$ cat src/design/rbs_pkg.sv
// Package for the reset and boot sequencer: register map, field layout,
// reset values and timing constants.
// Assumes a 40 MHz reference clock and a 32-bit classic Wishbone bus.
package rbs_pkg;

  localparam int unsigned CLK_HZ = 40_000_000;

  // Byte offsets of the register words.
  localparam logic [7:0] OFS_CTRL   = 8'h00;
  localparam logic [7:0] OFS_STATUS = 8'h04;
  localparam logic [7:0] OFS_IRQ    = 8'h08;
  localparam logic [7:0] OFS_MASK   = 8'h0C;
  localparam logic [7:0] OFS_ERR    = 8'h10;

  // Control register fields.
  localparam int unsigned CB_CORE_RST_N   = 0;
  localparam int unsigned CB_FE_CLK_EN    = 1;
  localparam int unsigned CB_MPLL_EN      = 2;
  localparam int unsigned CB_DIV_RST_N    = 3;
  localparam int unsigned CB_EXT_RST_N    = 4;
  localparam int unsigned CB_INIT_DONE    = 5;
  localparam int unsigned CB_LOW_POWER    = 6;
  localparam int unsigned CB_CPU_CLK_DIV  = 7;
  localparam int unsigned CB_ERR_PULSE    = 8;
  localparam int unsigned CB_MIRROR_OE    = 9;
  localparam int unsigned CB_SOFT_RESET   = 10;
  localparam int unsigned CTRL_W          = 11;
  localparam logic [CTRL_W-1:0] CTRL_RESET = 11'h000;

  // Event bits, shared by the interrupt and mask words.
  localparam int unsigned EV_PLL_LOCK  = 0;
  localparam int unsigned EV_WAKE      = 1;
  localparam int unsigned EV_SUPPLY    = 2;
  localparam int unsigned EV_WDOG      = 3;
  localparam int unsigned EV_W         = 4;

  // Status word fields; only the PLL lock bit matches an event bit.
  localparam int unsigned SB_PLL_LOCK  = 0;
  localparam int unsigned SB_BUSY      = 1;
  localparam int unsigned SB_POR_SEEN  = 2;
  localparam int unsigned SB_CAUSE_LO  = 3;
  localparam int unsigned CAUSE_W      = 2;

  localparam logic [CAUSE_W-1:0] CAUSE_POR    = 2'h0;
  localparam logic [CAUSE_W-1:0] CAUSE_SUPPLY = 2'h1;
  localparam logic [CAUSE_W-1:0] CAUSE_WDOG   = 2'h2;
  localparam logic [CAUSE_W-1:0] CAUSE_SOFT   = 2'h3;

  // Status pin rises within this time after reset release.
  localparam int unsigned BUSY_RISE_NS  = 500;
  localparam int unsigned BUSY_RISE_CYC = (BUSY_RISE_NS * (CLK_HZ / 1_000_000)) / 1000;
  // Width of the error pulse on the status pin.
  localparam int unsigned ERR_PULSE_NS  = 1000;
  localparam int unsigned ERR_PULSE_CYC = (ERR_PULSE_NS * (CLK_HZ / 1_000_000) + 999) / 1000;
  // Cycles the system reset is held after its cause goes away.
  localparam int unsigned SYS_HOLD_CYC  = 16;
  localparam int unsigned CNT_W         = 8;

endpackage : rbs_pkg

$ cat src/design/rbs_sequencer.sv
// Reset and boot sequencer for a display controller: system reset
// collection, default pin states, clock and reset gating, init status pin.
// Assumes the embedded processor drives the Wishbone port and that pads
// resolve the output enables; a watchdog elsewhere supplies wdog_expired.
//
// Operation
// Power-up starts master PLL, then system reset.
// Any reset source restores normal mode, defaults.
// General pins float during and after reset.
// Master PLL resets only on power-up.
// Only processor resets released after reset.
// Processor clocks full rate after reset.
// Front-end clocks disabled until software enables.
// Mirror PLL off, clocks stopped, resets held.
// Mirror outputs low, output enable floating.
// External resets held until processor releases.
// Processor boots from external program flash.
// Mirror PLL enabled, divider held, then rates.
// Divider release starts clocks, then external resets.
// Wake request restores normal mode and clocks.
// Status pin high shortly after reset release.
// Host waits until busy status goes low.
// Error shown as pulse, cause recorded.
// Resets assert asynchronously, release synchronously.
//
// The Wishbone slave port and the register addresses were decided locally.
`timescale 1ns/10ps
`default_nettype none

module rbs_sequencer #(
  parameter int unsigned GPIO_W   = 38,
  parameter int unsigned MIRROR_W = 16
) (
  input  wire logic                  ref_clk,
  input  wire logic                  nrst,
  input  wire logic                  supply_good_input,
  input  wire logic                  wdog_expired,
  input  wire logic                  wake_request,
  input  wire logic                  mirror_interface_pll_lock,
  input  wire logic                  wb_cyc_i,
  input  wire logic                  wb_stb_i,
  input  wire logic                  wb_we_i,
  input  wire logic [7:0]            wb_adr_i,
  input  wire logic [3:0]            wb_sel_i,
  input  wire logic [31:0]           wb_dat_i,
  output logic      [31:0]           wb_dat_o,
  output logic                       wb_ack_o,
  output logic                       master_pll_rst,
  output logic                       normal_power,
  output logic                       cpu_rst_n,
  output logic                       cpu_clk_full,
  output logic                       boot_from_flash,
  output logic                       core_rst_n,
  output logic                       fe_clk_en,
  output logic                       mirror_interface_pll_en,
  output logic                       ddr_clock_generator_div_rst_n,
  output logic                       mirror_clk_en,
  output logic                       ext_rst_n,
  output logic      [GPIO_W-1:0]     gpio_oe,
  output logic      [MIRROR_W-1:0]   mirror_data_o,
  output logic      [MIRROR_W-1:0]   mirror_data_oe,
  output logic                       mirror_driver_output_enable_n,
  output logic                       mirror_driver_output_enable_n_oe,
  output logic                       init_status,
  output logic                       irq
);

  // Pin inputs pass two flip-flops before use.
  logic [3:0] sync1;
  logic [3:0] sync2;
  always_ff @(posedge ref_clk or negedge nrst) begin
    if (!nrst) begin
      // The supply bit resets to good, so reset release cannot raise a false supply event.
      sync1 <= 4'h1;
      sync2 <= 4'h1;
    end else begin
      sync1 <= {mirror_interface_pll_lock, wake_request, wdog_expired, supply_good_input};
      sync2 <= sync1;
    end
  end
  wire logic supply_ok = sync2[0];
  wire logic wdog_s    = sync2[1];
  wire logic wake_s    = sync2[2];
  wire logic lock_s    = sync2[3];

  // Power-up reset: the only source that touches the master PLL.
  logic por_done;
  always_ff @(posedge ref_clk or negedge nrst) begin
    if (!nrst) por_done <= 1'b0;
    else       por_done <= 1'b1;
  end
  assign master_pll_rst = !por_done;

  // System reset collection and stretched hold.
  logic                        soft_reset;
  logic [rbs_pkg::CNT_W-1:0]   hold_cnt;
  logic                        sys_rst;
  logic [rbs_pkg::CAUSE_W-1:0] cause;
  wire logic sys_src = !supply_ok || wdog_s || soft_reset;
  wire logic [rbs_pkg::CAUSE_W-1:0] next_cause =
    !supply_ok ? rbs_pkg::CAUSE_SUPPLY : (wdog_s ? rbs_pkg::CAUSE_WDOG : rbs_pkg::CAUSE_SOFT);
  always_ff @(posedge ref_clk or negedge nrst) begin
    if (!nrst) begin
      hold_cnt <= rbs_pkg::CNT_W'(rbs_pkg::SYS_HOLD_CYC);
      sys_rst  <= 1'b1;
      cause    <= rbs_pkg::CAUSE_POR;
    end else if (sys_src && por_done) begin
      hold_cnt <= rbs_pkg::CNT_W'(rbs_pkg::SYS_HOLD_CYC);
      sys_rst  <= 1'b1;
      cause    <= next_cause;
    end else if (hold_cnt != '0) begin
      hold_cnt <= hold_cnt - 1'b1;
    end else begin
      sys_rst  <= 1'b0;
    end
  end

  // Synchronous release of the processor reset, asynchronous assertion.
  logic [1:0] cpu_rst_sh;
  wire logic  sys_rst_n = nrst && !sys_rst;
  always_ff @(posedge ref_clk or negedge sys_rst_n) begin
    if (!sys_rst_n) cpu_rst_sh <= 2'h0;
    else            cpu_rst_sh <= {cpu_rst_sh[0], 1'b1};
  end
  assign cpu_rst_n       = cpu_rst_sh[1];
  assign boot_from_flash = 1'b1;

  // Control register, cleared by every system reset.
  logic [rbs_pkg::CTRL_W-1:0] ctrl;
  logic [rbs_pkg::EV_W-1:0]   irq_stat;
  logic [rbs_pkg::EV_W-1:0]   irq_mask;
  logic [7:0]                 err_code;

  wire logic wb_req = wb_cyc_i && wb_stb_i && !wb_ack_o;
  wire logic wb_wr  = wb_req && wb_we_i && wb_sel_i[0];
  wire logic wr_ctrl = wb_wr && (wb_adr_i == rbs_pkg::OFS_CTRL);
  wire logic wr_irq  = wb_wr && (wb_adr_i == rbs_pkg::OFS_IRQ);
  wire logic wr_mask = wb_wr && (wb_adr_i == rbs_pkg::OFS_MASK);
  wire logic wr_err  = wb_wr && (wb_adr_i == rbs_pkg::OFS_ERR);
  wire logic wr_ctrl_hi = wr_ctrl && wb_sel_i[1];

  // Mirror PLL may only be enabled with divider held; rates follow lock.
  wire logic [rbs_pkg::CTRL_W-1:0] ctrl_wdat = {wb_dat_i[rbs_pkg::CTRL_W-1:8] & {3{wr_ctrl_hi}} |
                                                ctrl[rbs_pkg::CTRL_W-1:8] & {3{!wr_ctrl_hi}},
                                                wb_dat_i[7:0]};
  always_ff @(posedge ref_clk or negedge sys_rst_n) begin
    if (!sys_rst_n) begin
      ctrl <= rbs_pkg::CTRL_RESET;
    end else begin
      if (wr_ctrl) ctrl <= ctrl_wdat;
      else         ctrl[rbs_pkg::CB_ERR_PULSE] <= 1'b0;
      if (wake_s) begin
        ctrl[rbs_pkg::CB_LOW_POWER]   <= 1'b0;
        ctrl[rbs_pkg::CB_CPU_CLK_DIV] <= 1'b0;
      end
    end
  end

  // Output stage: reset defaults are held by the register reset values.
  assign normal_power            = !ctrl[rbs_pkg::CB_LOW_POWER];
  assign cpu_clk_full            = !ctrl[rbs_pkg::CB_CPU_CLK_DIV];
  assign core_rst_n              = ctrl[rbs_pkg::CB_CORE_RST_N] && cpu_rst_n;
  assign fe_clk_en               = ctrl[rbs_pkg::CB_FE_CLK_EN];
  assign mirror_interface_pll_en = ctrl[rbs_pkg::CB_MPLL_EN];
  // Divider release needs PLL lock so clocks never start on a wild PLL.
  assign ddr_clock_generator_div_rst_n = ctrl[rbs_pkg::CB_DIV_RST_N] && ctrl[rbs_pkg::CB_MPLL_EN] && lock_s;
  assign mirror_clk_en           = ddr_clock_generator_div_rst_n;
  // External resets wait for the mirror clocks to run.
  assign ext_rst_n               = ctrl[rbs_pkg::CB_EXT_RST_N] && ddr_clock_generator_div_rst_n;
  assign gpio_oe                 = '0;
  assign mirror_data_o           = '0;
  assign mirror_data_oe          = {MIRROR_W{cpu_rst_n}};
  assign mirror_driver_output_enable_n    = !ctrl[rbs_pkg::CB_MIRROR_OE];
  assign mirror_driver_output_enable_n_oe = ctrl[rbs_pkg::CB_MIRROR_OE];

  // Soft reset request is a single-cycle strobe from the register.
  always_ff @(posedge ref_clk or negedge nrst) begin
    if (!nrst) soft_reset <= 1'b0;
    else       soft_reset <= wr_ctrl_hi && wb_dat_i[rbs_pkg::CB_SOFT_RESET];
  end

  // Init status: busy a few cycles after release, then error pulses.
  logic [rbs_pkg::CNT_W-1:0] busy_cnt;
  logic [rbs_pkg::CNT_W-1:0] pulse_cnt;
  logic                      busy;
  always_ff @(posedge ref_clk or negedge sys_rst_n) begin
    if (!sys_rst_n) begin
      busy_cnt  <= '0;
      busy      <= 1'b0;
      pulse_cnt <= '0;
    end else begin
      if (busy_cnt != rbs_pkg::CNT_W'(rbs_pkg::BUSY_RISE_CYC) && !ctrl[rbs_pkg::CB_INIT_DONE]) begin
        busy_cnt <= busy_cnt + 1'b1;
        busy     <= (busy_cnt + 1'b1) == rbs_pkg::CNT_W'(rbs_pkg::BUSY_RISE_CYC);
      end else if (ctrl[rbs_pkg::CB_INIT_DONE]) begin
        busy     <= 1'b0;
      end
      if (ctrl[rbs_pkg::CB_ERR_PULSE] && ctrl[rbs_pkg::CB_INIT_DONE]) begin
        pulse_cnt <= rbs_pkg::CNT_W'(rbs_pkg::ERR_PULSE_CYC);
      end else if (pulse_cnt != '0) begin
        pulse_cnt <= pulse_cnt - 1'b1;
      end
    end
  end
  assign init_status = busy || (pulse_cnt != '0);

  // Sticky events: set wins over a write-one clear.
  logic [rbs_pkg::EV_W-1:0] lock_d;
  wire logic [rbs_pkg::EV_W-1:0] ev = {1'b0, 1'b0, wake_s && !lock_d[1], lock_s && !lock_d[0]};
  always_ff @(posedge ref_clk or negedge nrst) begin
    if (!nrst) begin
      lock_d   <= '0;
      irq_stat <= '0;
      irq_mask <= '0;
      err_code <= '0;
    end else begin
      lock_d   <= {2'h0, wake_s, lock_s};
      irq_stat <= (irq_stat & ~(wb_dat_i[rbs_pkg::EV_W-1:0] & {rbs_pkg::EV_W{wr_irq}})) | ev
                  | {sys_rst && cause == rbs_pkg::CAUSE_WDOG, sys_rst && cause == rbs_pkg::CAUSE_SUPPLY, 2'h0};
      if (wr_mask) irq_mask <= wb_dat_i[rbs_pkg::EV_W-1:0];
      if (wr_err)  err_code <= wb_dat_i[7:0];
    end
  end
  assign irq = |(irq_stat & irq_mask);

  // Wishbone read path, one wait state; unmapped reads return zero.
  wire logic [31:0] status_word = {27'h0, cause, por_done, busy, lock_s};
  wire logic [31:0] rd_mux =
    (wb_adr_i == rbs_pkg::OFS_CTRL)   ? {21'h0, ctrl} :
    (wb_adr_i == rbs_pkg::OFS_STATUS) ? status_word :
    (wb_adr_i == rbs_pkg::OFS_IRQ)    ? {28'h0, irq_stat} :
    (wb_adr_i == rbs_pkg::OFS_MASK)   ? {28'h0, irq_mask} :
    (wb_adr_i == rbs_pkg::OFS_ERR)    ? {24'h0, err_code} : 32'h0;
  always_ff @(posedge ref_clk or negedge nrst) begin
    if (!nrst) begin
      wb_ack_o <= 1'b0;
      wb_dat_o <= 32'h0;
    end else begin
      wb_ack_o <= wb_req;
      if (wb_req) wb_dat_o <= rd_mux;
    end
  end
endmodule : rbs_sequencer

`default_nettype wire

$ cat config.mk
export PLATFORM = sky130hd
export DESIGN_NAME = rbs_sequencer
export DESIGN_NICKNAME = d
export VERILOG_FILES = /design/src/design/rbs_pkg.sv /design/src/design/rbs_sequencer.sv
export SDC_FILE = /design/constraint.sdc
export NUM_CORES = 1
export LEC_CHECK = 0
export CAP_MARGIN = 20
export CORE_ASPECT_RATIO = 0.75
export CORE_MARGIN = 2
export CORE_UTILIZATION = 40
export CTS_BUF_LIST = sky130_fd_sc_hd__clkbuf_8 sky130_fd_sc_hd__clkbuf_16
export DETAILED_ROUTE_END_ITERATION = 8
export DONT_BUFFER_PORTS = 1
export GPL_ROUTABILITY_DRIVEN = 0
export SKIP_CTS_REPAIR_TIMING = 1
export SYNTH_ARGS = -nofsm -noshare
export SYNTH_HDL_FRONTEND = slang
export SYNTH_SLANG_ARGS = --single-unit
$ cat constraint.sdc
create_clock -name ref_clk -period 1.9 [get_ports ref_clk]
set_input_delay 0.095 -clock ref_clk [delete_from_list [all_inputs] [get_ports ref_clk]]
set_output_delay 0.095 -clock ref_clk [all_outputs]
set_load 0.02 [all_outputs]
==> results list <==
- Wire length of the first global-routing pass: about 14,000 um
- The clock reaches the later pin of the worst-skew pair after ~340 ps.
- Worst hold margin: -9.24 ps
- In this run, CTS created clock tree buffers numbering 9.
- Maximum buffer depth of the clock tree: 2
- The number of global-route vias before repair came to between 2k and 3k.
- Max-cap violations: 0
- Measured against its own limit, the worst slew margin works out to 0.622.
- Worst Setup Start Kind: flip-flop
- Placed cell areas: approximately 0.0043 mm^2
- The floorplan step set the die width to 125 um.
- Across all layers, the routed design uses roughly 2.9k vias.
* Row count: 33
* Minimum setup slack among reg-to-reg paths: -60 ps
- During placement, the flow inserted port buffers numbering 0.
* Result of the run: finished, violations left
- CTS tree: yes
- Synthesis handed over a netlist of between 400 and 500 instances.
- Final Hold Fails: 1
- In this run the worst setup path begins at pulse_cnt[4].
- The worst register-to-register path begins at pulse_cnt[4].
- Counting I/O delays and the setup requirement, the final critical path takes 2010 ps.
* F_max: 498 MHz
* Leakage power of the design: around 2.3 nW
* Met3 layer usage reported by global route: 0.0567
* CTS clk-pin slew, worst paths: about 60 ps
- Violated checks: negative hold slack, negative setup slack
- Pin placement for this block handled 171 I/O pins.
* Largest voltage drop on the vdd net: approximately 0.0005 V
- Overall routed net length: between 9000 and 10,000 um
* Capture point of the worst reg-to-reg path: pulse_cnt[5]
* Cell Area, Synth: 0.00441 mm^2
* P per Cell Area: 1140 mW/mm^2
- Synthesis-stage register bit count: between 80 and 90
- The most used flip-flop cell after synthesis is sky130_fd_sc_hd__dfrtp_1.
- Slew Limit Fails: 0
* Number of enable flip-flop cells after synthesis: 0
* Kind of capture point of the worst setup path: output port
* Busiest grt layer: met2
* Clk sink count: 81
- Post-synthesis area per instance: 10.2 um^2
- Maximum number of pins on one net before global-route repair: between 50 and 60
* Path type of the worst setup path: flip-flop to output port
- Dividing the detail-routed via count by the number of cells gives roughly 4.8.
- Overflow after GRT: 0
- Once layout is complete, the utilization of the core stands at 0.451.
- Largest fanout on the critical path: 4
- Last element of the critical path: init_status
- In the final design database the tool counted between 500 and 600 nets.
- Layout cells sized above 1: 0.170
* Wire length per cell after detailed routing: about 15 um
- For met1 alone, demand over resource in global routing was 0.213.
- Yosys printed 0 warnings.
- Distinct cell type count of the synthesized netlist: 50
- Clock skew on the completed layout was measured at ~7.9 ps.
- The share of the Yosys chip area taken by registers is 0.461.
- Met2 Use GR: 0.238
- The die covers around 0.012 mm^2.
* Logic depth of the worst register-to-register path: 4
* Arr. time, crit path: roughly 1900 ps
- Post-layout worst setup margin: -109 ps
* Die Y: 94.9 um
- Relative area change from synthesis to final layout: 10.7%
* DRC violation count after routing: 0
- The initial utilization of the core area, before any placement, comes to 0.407.
* Antenna violations before repair: 0
* Placeable core region: roughly 0.011 mm^2
- The repair_antennas step left the layout with diodes totalling 0.
- For this block, the initial DRC count from the detailed router was between 100 and 150.
* Unrepaired setup endpoints after global routing: yes
- STA puts the critical path data required time at between 1500 and 2000 ps.
- Number of H-tree levels: 3
* Final setup violation count: 2
- GRT Overall Usage: 0.157
- The detail route stage leaves a number of antenna-violating nets equal to 0.
- The path class of the tightest hold or removal check is input pin to flip-flop.
* Portion of the clock cycle consumed by the worst path in the final layout: 1.06
* Cell at the root of the clock tree: sky130_fd_sc_hd__clkbuf_16
* Post-DP HPWL: between 6000 and 7000 um
* Share of synthesized flip-flops with an asynchronous set or reset: 1.00
* Number of iterations in the first detailed-routing pass: 4
- Tightest Pin Transition: 562 ps
- Post-layout instance area: 0.00488 mm^2
==> worst min-delay path by stage <==
stage | start | to | slack [ps] | depth (start not counted)
finish | wb_dat_i[1] | irq_stat[1] | -9 | 3
global route | wb_dat_i[1] | irq_stat[1] | 3 | 3
CTS | nrst | hold_cnt[7] | -570 | 0
detailed placement | nrst | hold_cnt[7] | -200 | 0
global placement | nrst | sync1[1] | -200 | 0
floorplan | nrst | cause[0] | -200 | 0
==> per-layer routing <==
metal  vias to the layer above  wire, um
li1                       1377         -
met5                         -         0
met2                       127      4070
met4                         0       121
met3                        10       640
met1                      1392      4320
==> cells in the mapped netlist (all sizes together) (3+ instances only) <==
cell type  number  area share
dfstp           4       0.024
inv            19       0.016
or4             3      0.0060
and3            4      0.0057
nor4            6       0.013
nand2b          6      0.0085
a22o            5      0.0099
o41ai           4      0.0079
a31oi           4      0.0057
o21ai          18       0.020
or3b            3      0.0060
o211ai          5      0.0085
nor3            9       0.010
o2bb2ai         3      0.0060
ha              6       0.017
nand2          22       0.020
mux2i           5       0.011
nand4           6      0.0085
nor2           31       0.026
nand3           5      0.0057
nor3b           4      0.0068
a21oi           9       0.010
dfrtp          77        0.44
buf            94        0.16
or3             5      0.0071
a221oi          3      0.0060
mux2           20       0.052
a211oi          5      0.0085
nand3b          6       0.010
clkbuf          6      0.0051
xnor2          11       0.022
and2            4      0.0057
==> metrics by stage <==
stage	power, mW	std cells	TNS [ps]	setup slack [ps]
final	5.55	606	-168	-109
after global placement	3.57	569	-25.6	-25.6
after floorplan	3.44	507	-25.6	-6.41
after CTS	5.49	585	-365	-282
after global routing	5.90	606	-282	-148
after detailed placement	3.61	569	-72.3	-72.3
==> power breakdown <==
group / internal [mW] / switching, mW
clock: 1.15 / 0.715
combinational: 0.603 / 0.779
sequential: 2.01 / 0.297
==> flip-flops by register name (all words and copies together), names as in the netlist, named ones only <==
| signal | flops |
|---|---|
| ctrl | 9 |
| err_code | 8 |
| soft_reset | 1 |
| irq_stat | 4 |
| cause | 2 |
| wb_ack_o | 1 |
| sys_rst | 1 |
| sync1 | 4 |
| hold_cnt | 8 |
| pulse_cnt | 8 |
| lock_d | 2 |
| wb_dat_o | 11 |
| por_done | 1 |
| busy_cnt | 8 |
| busy | 1 |
| irq_mask | 4 |
| sync2 | 4 |
| cpu_rst_sh | 2 |
==> cells by family after synthesis <==
kind of cell | after synthesis | share of synthesized area
mux | 25 | 0.0633
compound gates | 65 | 0.0991
xor+xnor | 13 | 0.0258
flops | 81 | 0.461
fa+ha+maj | 6 | 0.0170
other cells | 2 | 0.00170
simple gates | 120 | 0.150
buf+inv | 119 | 0.182
==> layout by cell type, fill, tap and decap left out, types with 4 or more instances in the layout <==
master	netlist	layout
sky130_fd_sc_hd__dfrtp_1	77	76
sky130_fd_sc_hd__a21oi_1	9	8
sky130_fd_sc_hd__xnor2_1	11	11
sky130_fd_sc_hd__nor2_1	31	31
sky130_fd_sc_hd__a211oi_1	5	5
sky130_fd_sc_hd__mux2i_1	5	5
sky130_fd_sc_hd__nand3_1	5	5
sky130_fd_sc_hd__nand2b_1	6	6
sky130_fd_sc_hd__mux2_2	19	19
sky130_fd_sc_hd__nand3b_1	6	6
sky130_fd_sc_hd__nor3b_1	4	4
sky130_fd_sc_hd__and3_1	4	4
sky130_fd_sc_hd__dlygate4sd3_1	0	18
sky130_fd_sc_hd__a31oi_1	4	4
sky130_fd_sc_hd__nor4_1	4	4
sky130_fd_sc_hd__inv_1	19	20
sky130_fd_sc_hd__clkbuf_16	0	9
sky130_fd_sc_hd__dfstp_2	4	4
sky130_fd_sc_hd__o41ai_1	4	4
sky130_fd_sc_hd__or3_1	5	4
sky130_fd_sc_hd__nor3_1	9	9
sky130_fd_sc_hd__ha_1	6	6
sky130_fd_sc_hd__o211ai_1	5	5
sky130_fd_sc_hd__a22o_1	5	5
sky130_fd_sc_hd__and2_1	4	4
sky130_fd_sc_hd__o21ai_0	18	18
sky130_fd_sc_hd__buf_4	93	23
sky130_fd_sc_hd__conb_1	2	78
sky130_fd_sc_hd__nand4_1	6	6
sky130_fd_sc_hd__nand2_1	20	20
==> area by class of cell <==
cell class | count | area, um^2
clock inverters | 7 | 96.3
well taps | 140 | 175
multi-input cells | 307 | 1880
repair buffers | 43 | 400
clock buffers | 9 | 225
flip-flops and latches | 81 | 2040
fillers | 1021 | 5940
inverters | 19 | 71.3
==> worst max-delay path, stage by stage, from the launching register on <==
cell and delay [ps]:
sky130_fd_sc_hd__dfrtp_1 380, sky130_fd_sc_hd__or4_4 550, sky130_fd_sc_hd__or3_4 370, sky130_fd_sc_hd__or2_4 280
(Power assumes the default switching activity.)
